[src/verilog/lpg_pkg.sv]
// constants and types shared by the lamp pwm generator
package lpg_pkg;
   // register map (word offsets of the device register file)
   localparam logic [7:0]  LPG_ADDR_AB      = 8'h08;
   localparam logic [7:0]  LPG_ADDR_CD      = 8'h09;
   localparam logic [15:0] LPG_REG_RESET    = 16'h0000;
   // field positions inside one byte of a setting register
   localparam int          LPG_FREQ_BIT     = 7;
   localparam int          LPG_DUTY_W       = 7;
   localparam int          LPG_EXT_W        = 10;
   localparam int          LPG_HI_BYTE      = 8;
   // duty is (code + 1) / 2**width
   localparam int          LPG_SHIFT_STD    = 7;
   localparam int          LPG_SHIFT_EXT    = 10;
   // timing
   localparam int          LPG_CLK_HZ       = 20_000_000;
   localparam int          LPG_FREQ_LO_HZ   = 170;
   localparam int          LPG_FREQ_HI_HZ   = 225;
   localparam int          LPG_CNT_W        = 17;
   localparam int          LPG_PERIOD_LO    = LPG_CLK_HZ / LPG_FREQ_LO_HZ;
   localparam int          LPG_PERIOD_HI    = LPG_CLK_HZ / LPG_FREQ_HI_HZ;
   localparam int          LPG_NUM_LAMPS    = 4;

   typedef logic [LPG_CNT_W-1:0] lpg_cnt_t;

   // one byte of a setting register
   typedef struct packed {
      logic                  freq_sel;
      logic [LPG_DUTY_W-1:0] duty;
   } lpg_lamp_s;

   // register write strobe with its data
   typedef struct packed {
      logic        wr;
      logic [7:0]  addr;
      logic [15:0] data;
   } lpg_wr_s;
endpackage : lpg_pkg

[src/verilog/lpg_lamp_pwm.sv]
// four-channel internal pwm generator for the high-side lamp outputs
`timescale 1ns/1ps

// Notes on behaviour
// - each lamp duty is (7-bit field + 1) / 128; fields reset to zero
// - per-lamp frequency bit: 0 gives 170 Hz, 1 gives 225 Hz
// - outputs follow the generator only while internal pwm enable is set
// - resolution-extend bit switches each lamp to a 10-bit duty code
// - second register: lamp c setting in high byte, lamp d in low byte
module lpg_lamp_pwm #(
   parameter lpg_pkg::lpg_cnt_t PERIOD_LO = lpg_pkg::lpg_cnt_t'(lpg_pkg::LPG_PERIOD_LO),
   parameter lpg_pkg::lpg_cnt_t PERIOD_HI = lpg_pkg::lpg_cnt_t'(lpg_pkg::LPG_PERIOD_HI)
) (
   // clock and reset
   input  wire logic                                mclk_i,
   input  wire logic                                rst_i,
   // register file port
   input  wire lpg_pkg::lpg_wr_s                    reg_wr_i,
   input  wire logic [7:0]                          rd_addr_i,
   output logic      [15:0]                         rd_data_o,
   // configuration from the control and config registers
   input  wire logic                                internal_pwm_enable_i,
   input  wire logic                                duty_resolution_extend_i,
   input  wire logic [lpg_pkg::LPG_NUM_LAMPS-1:0][lpg_pkg::LPG_EXT_W-1:0] ext_duty_i,
   // gating for the lamp power stages: a, b, c, d in bits 0..3
   output logic      [lpg_pkg::LPG_NUM_LAMPS-1:0]   lamp_output_o
);
   import lpg_pkg::*;

   // on-time in cycles for a period length and a duty code; the product is
   // wide enough for the largest period times the largest code, and the
   // shift truncates, so a very short period can round a small duty to zero
   function automatic lpg_cnt_t on_time(input lpg_cnt_t per, input logic [LPG_EXT_W-1:0] code,
                                        input logic ext);
      logic [LPG_CNT_W+LPG_EXT_W:0] prod;
      prod = '0;
      if (ext) begin
         prod = per * ({1'b0, code} + 11'h001);
         on_time = lpg_cnt_t'(prod >> LPG_SHIFT_EXT);
      end else begin
         prod = per * ({4'h0, code[LPG_DUTY_W-1:0]} + 11'h001);
         on_time = lpg_cnt_t'(prod >> LPG_SHIFT_STD);
      end
   endfunction : on_time

   // settings per lamp, then the per-lamp period state that loads at wraps
   lpg_lamp_s [LPG_NUM_LAMPS-1:0] set_r, set_nxt;
   lpg_cnt_t  [LPG_NUM_LAMPS-1:0] cnt_r, cnt_nxt;
   lpg_cnt_t  [LPG_NUM_LAMPS-1:0] period_r, period_nxt;
   lpg_cnt_t  [LPG_NUM_LAMPS-1:0] thr_r, thr_nxt;
   logic      [LPG_NUM_LAMPS-1:0] out_nxt;
   logic      [15:0]              rd_nxt;

   // register writes: lamp a/c in the high byte, b/d in the low byte
   // a write to any other offset is dropped; there is no answer to wait for
   always_comb begin
      set_nxt = set_r;
      if (reg_wr_i.wr) begin
         if (reg_wr_i.addr == LPG_ADDR_AB) begin
            set_nxt[0] = reg_wr_i.data[15:LPG_HI_BYTE];
            set_nxt[1] = reg_wr_i.data[LPG_HI_BYTE-1:0];
         end else if (reg_wr_i.addr == LPG_ADDR_CD) begin
            set_nxt[2] = reg_wr_i.data[15:LPG_HI_BYTE];
            set_nxt[3] = reg_wr_i.data[LPG_HI_BYTE-1:0];
         end
      end
   end

   // readback; unmapped offsets read zero
   // the address is a level, so a read has no side effect on the settings
   always_comb begin
      rd_nxt = '0;
      if (rd_addr_i == LPG_ADDR_AB) begin
         rd_nxt = {set_r[0], set_r[1]};
      end else if (rd_addr_i == LPG_ADDR_CD) begin
         rd_nxt = {set_r[2], set_r[3]};
      end
   end

   // period counters; settings are sampled only at the wrap so a write
   // in mid-period never produces a runt or stretched pulse
   // limitation: the resolution-extend bit is shared by all lamps and is
   // picked up by each lamp at its own next wrap, not at one common instant
   always_comb begin
      cnt_nxt    = cnt_r;
      period_nxt = period_r;
      thr_nxt    = thr_r;
      out_nxt    = '0;
      for (int i = 0; i < LPG_NUM_LAMPS; i++) begin
         if (cnt_r[i] >= period_r[i] - 17'h00001) begin
            cnt_nxt[i]    = '0;
            period_nxt[i] = set_r[i].freq_sel ? PERIOD_HI : PERIOD_LO;
            thr_nxt[i]    = on_time(period_nxt[i],
                                    duty_resolution_extend_i ? ext_duty_i[i]
                                       : {3'h0, set_r[i].duty},
                                    duty_resolution_extend_i);
         end else begin
            cnt_nxt[i] = cnt_r[i] + 17'h00001;
         end
         // high from the start of the period until the threshold
         out_nxt[i] = internal_pwm_enable_i && (cnt_nxt[i] < thr_nxt[i]);
      end
   end

   // settings register; a write lands on the edge that takes the strobe
   always_ff @(posedge mclk_i or posedge rst_i) begin
      if (rst_i) begin
         set_r <= {(LPG_NUM_LAMPS/2){LPG_REG_RESET}};
      end else begin
         set_r <= set_nxt;
      end
   end

   // readback register, one cycle behind the address
   always_ff @(posedge mclk_i or posedge rst_i) begin
      if (rst_i) begin
         rd_data_o <= '0;
      end else begin
         rd_data_o <= rd_nxt;
      end
   end

   // counters and gating; counters start at a boundary after reset with a
   // zero threshold, so the first period after reset is all-off
   always_ff @(posedge mclk_i or posedge rst_i) begin
      if (rst_i) begin
         lamp_output_o <= '0;
         for (int i = 0; i < LPG_NUM_LAMPS; i++) begin
            cnt_r[i]    <= '0;
            period_r[i] <= PERIOD_LO;
            thr_r[i]    <= '0;
         end
      end else begin
         lamp_output_o <= out_nxt;
         cnt_r         <= cnt_nxt;
         period_r      <= period_nxt;
         thr_r         <= thr_nxt;
      end
   end
endmodule : lpg_lamp_pwm

[config.mk]
export PLATFORM = sky130hd
export DESIGN_NAME = lpg_lamp_pwm
export DESIGN_NICKNAME = d
export VERILOG_FILES = /design/src/verilog/lpg_pkg.sv /design/src/verilog/lpg_lamp_pwm.sv
export SDC_FILE = /design/constraint.sdc
export NUM_CORES = 2
export LEC_CHECK = 0
export CORE_MARGIN = 2
export CORE_UTILIZATION = 40
export DETAILED_ROUTE_END_ITERATION = 8
export DONT_BUFFER_PORTS = 1
export PLACE_DENSITY = 0.55
export SLEW_MARGIN = 20
export SYNTH_ARGS = -nofsm -noshare
export SYNTH_HDL_FRONTEND = slang
export SYNTH_SLANG_ARGS = --single-unit
[constraint.sdc]
create_clock -name mclk_i -period 17.3 [get_ports mclk_i]
set_clock_uncertainty 0.05 [all_clocks]
set_input_delay 0.865 -clock mclk_i [delete_from_list [all_inputs] [get_ports mclk_i]]
set_output_delay 0.865 -clock mclk_i [all_outputs]
set_load 0.02 [all_outputs]
==> run metrics <==
status finished clean; Final ANT Viol Nets 0; HP Class primary input to asynchronous set/reset pin; fraction of layout cells with a size suffix above 1 0.0404; PortBufs 0; Post-synth EDFFs 0; residual DRC count 0; Gate Count Post-Synth 4313; async set-reset flop share out of synthesis 1.00; Rel. slew slack 0.287; Final Hold Viols 0; #FFs+latches synth 196; Ys Warns 0; GRT Overall Usage 0.211; Lkg Pwr 0.0231 uW; Arrival @ worst endpoint 10.04 ns; Initial Util 0.403; flop2flop setup slack 7.65 ns; mapped cell area 0.0403 mm^2; commonest non-fill, non-tap cell in the layout inv_1; Worst setup SP type register; drt first pass iters 5; CP endpoint kind register; # hold bufs at CTS 0; Critical path buffers and inverters 7; Setup Fix Bufs, Post-CTS 0; TritonCTS clock tree done; total number of vias 28.2k; Die W 321 um; final count of pins violating max slew 0; Final period util 0.558; area grow syn2layout 5.90%; grt ovf 0; Worst Path Max Fanout 7; CP max stage cell dfrtp_1; Clock Pin Slew Worst Setup and Hold Paths 0.10 ns; Num CTS Buffers 17; Seq/Total Area, Yosys 0.122; via density per instance 5.01; number of distinct library cells after synthesis 94; routed wire length 105 mm; Net count, final 5638; total power 3820 uW; CP delay by family, top adder cells; clk buf depth 2; Final min period 9.65 ns; top_reg_cell synth dfrtp_1; wire length per cell 18.6 um; die area 0.103 mm^2; total core area 0.100 mm^2; Max Cap Viol 0; Largest stage delay, worst path 0.70 ns; dpl hpwl 90.6 mm; final antenna diode count 0; worst slew pin tran 1.07 ns; worst vdd ir 0.0767 mV; Initial DRC Count 1417; Die Height 321 um; Final Wtd Congestion 0.929; initial antenna violation count 5; RSZ-0062 raised after global routing no; cts repair resizes 0; clock root buffer clkbuf_16; Ports 97; CP required 17.68 ns; H-tree lvl count 4; final setup fails 0; vias in the first global route 29.7k; synthesized area per cell 9.34 um^2; setup TNS 0 ns; # clock sinks 196; WS Path Type register to register; largest net degree at the start of global routing 134; clk_lat worst skew 0.50 ns; global-route wire length before repair 168 mm; FP Rows 116; Power Dens Cells 89.5 mW/mm^2; most frequent cells in the layout inv_1, ha_1, fa_1, nor2_1, nand2_1; Max Freq 104 MHz; critical path's most frequent cell inv_1
metal layers:
| layer | track usage | wire [um] |
|---|---|---|
| met3 | 0.0421 | 5920 |
| met1 | 0.295 | 49300 |
| met5 | 0 | 41 |
| met4 | 0.0383 | 1600 |
| met2 | 0.340 | 47900 |
cell families (layout without fill, tap and decap cells):
logic type,Yosys count,after routing,synth area share
compound gates,561,561,0.0941
xor+xnor,231,231,0.0502
fa+ha+maj,1244,1244,0.499
buf+inv,1153,1152,0.109
flops,196,196,0.122
mux,124,124,0.0330
other cells,2,20,0.000186
simple gates,802,802,0.0931
final cells by class:
class	count	area [um^2]
Clock buffer	17	425
Clock inverter	15	238
Fill cell	9816	57300
Inverter	1083	4080
Multi-Input combinational cell	2982	31100
Sequential cell	196	4910
Tap cell	1298	1620
Timing Repair Buffer	37	278
cell usage after synthesis, types with 78 or more instances:
cell type | count | share of area
ha_1 | 640 | 0.20
xnor2_1 | 153 | 0.033
a21o_1 | 101 | 0.019
inv_1 | 1079 | 0.10
nor2_1 | 271 | 0.025
nand3_1 | 80 | 0.0099
a21oi_1 | 134 | 0.017
fa_1 | 604 | 0.30
dfrtp_1 | 192 | 0.12
o21ai_0 | 97 | 0.012
xor2_1 | 78 | 0.017
nand2_1 | 205 | 0.019
where the power goes:
group	internal (uW)	switching [uW]	leakage [uW]
clock	217	239	0.000317
sequential	481	15.7	0.00247
combinational	1210	1660	0.0203
total	1900	1910	0.0231
sequential cells by signal, indices dropped and copies added, names as in the netlist:
signal         cells
cnt_r             68
lamp_output_o      4
period_r           8
set_r             32
thr_r             68
rd_data_o         16
worst reg2reg max path, delay by kind of cell (launching register included):
family	cells	cell delay (ns)
buffers and inverters	7	0.67
and+or+nand+nor	6	1.52
adders and majority gates	8	3.10
DFF	1	0.70
muxes	2	0.61
AOI/OAI and AO/OA	11	2.89
xor gates and xnor gates	1	0.07
through the flow:
step	instance area, um^2	cells	hold WS [ns]	util	worst slack [ns]
after floorplan	40300	4331	0.384	-	7.96
after global placement	42000	5596	0.397	0.420	7.00
after detailed placement	42000	5596	0.401	0.420	7.08
after CTS	42700	5628	0.286	0.427	7.58
after global routing	42700	5628	0.315	0.427	6.90
final	42700	5628	0.281	0.427	7.65
worst paths after layout:
kind,cells after the start,startpoint,end
max,35,set_r[17],lamp_output_o[2]
min,1,rst_i,cnt_r[19]
max reg2reg,35,set_r[17],lamp_output_o[2]
min reg2reg,2,thr_r[19],thr_r[19]
max in group asynchronous,3,rst_i,set_r[28]
min in group mclk_i,2,thr_r[19],thr_r[19]
Note: power is estimated with default switching activity, not from simulation.
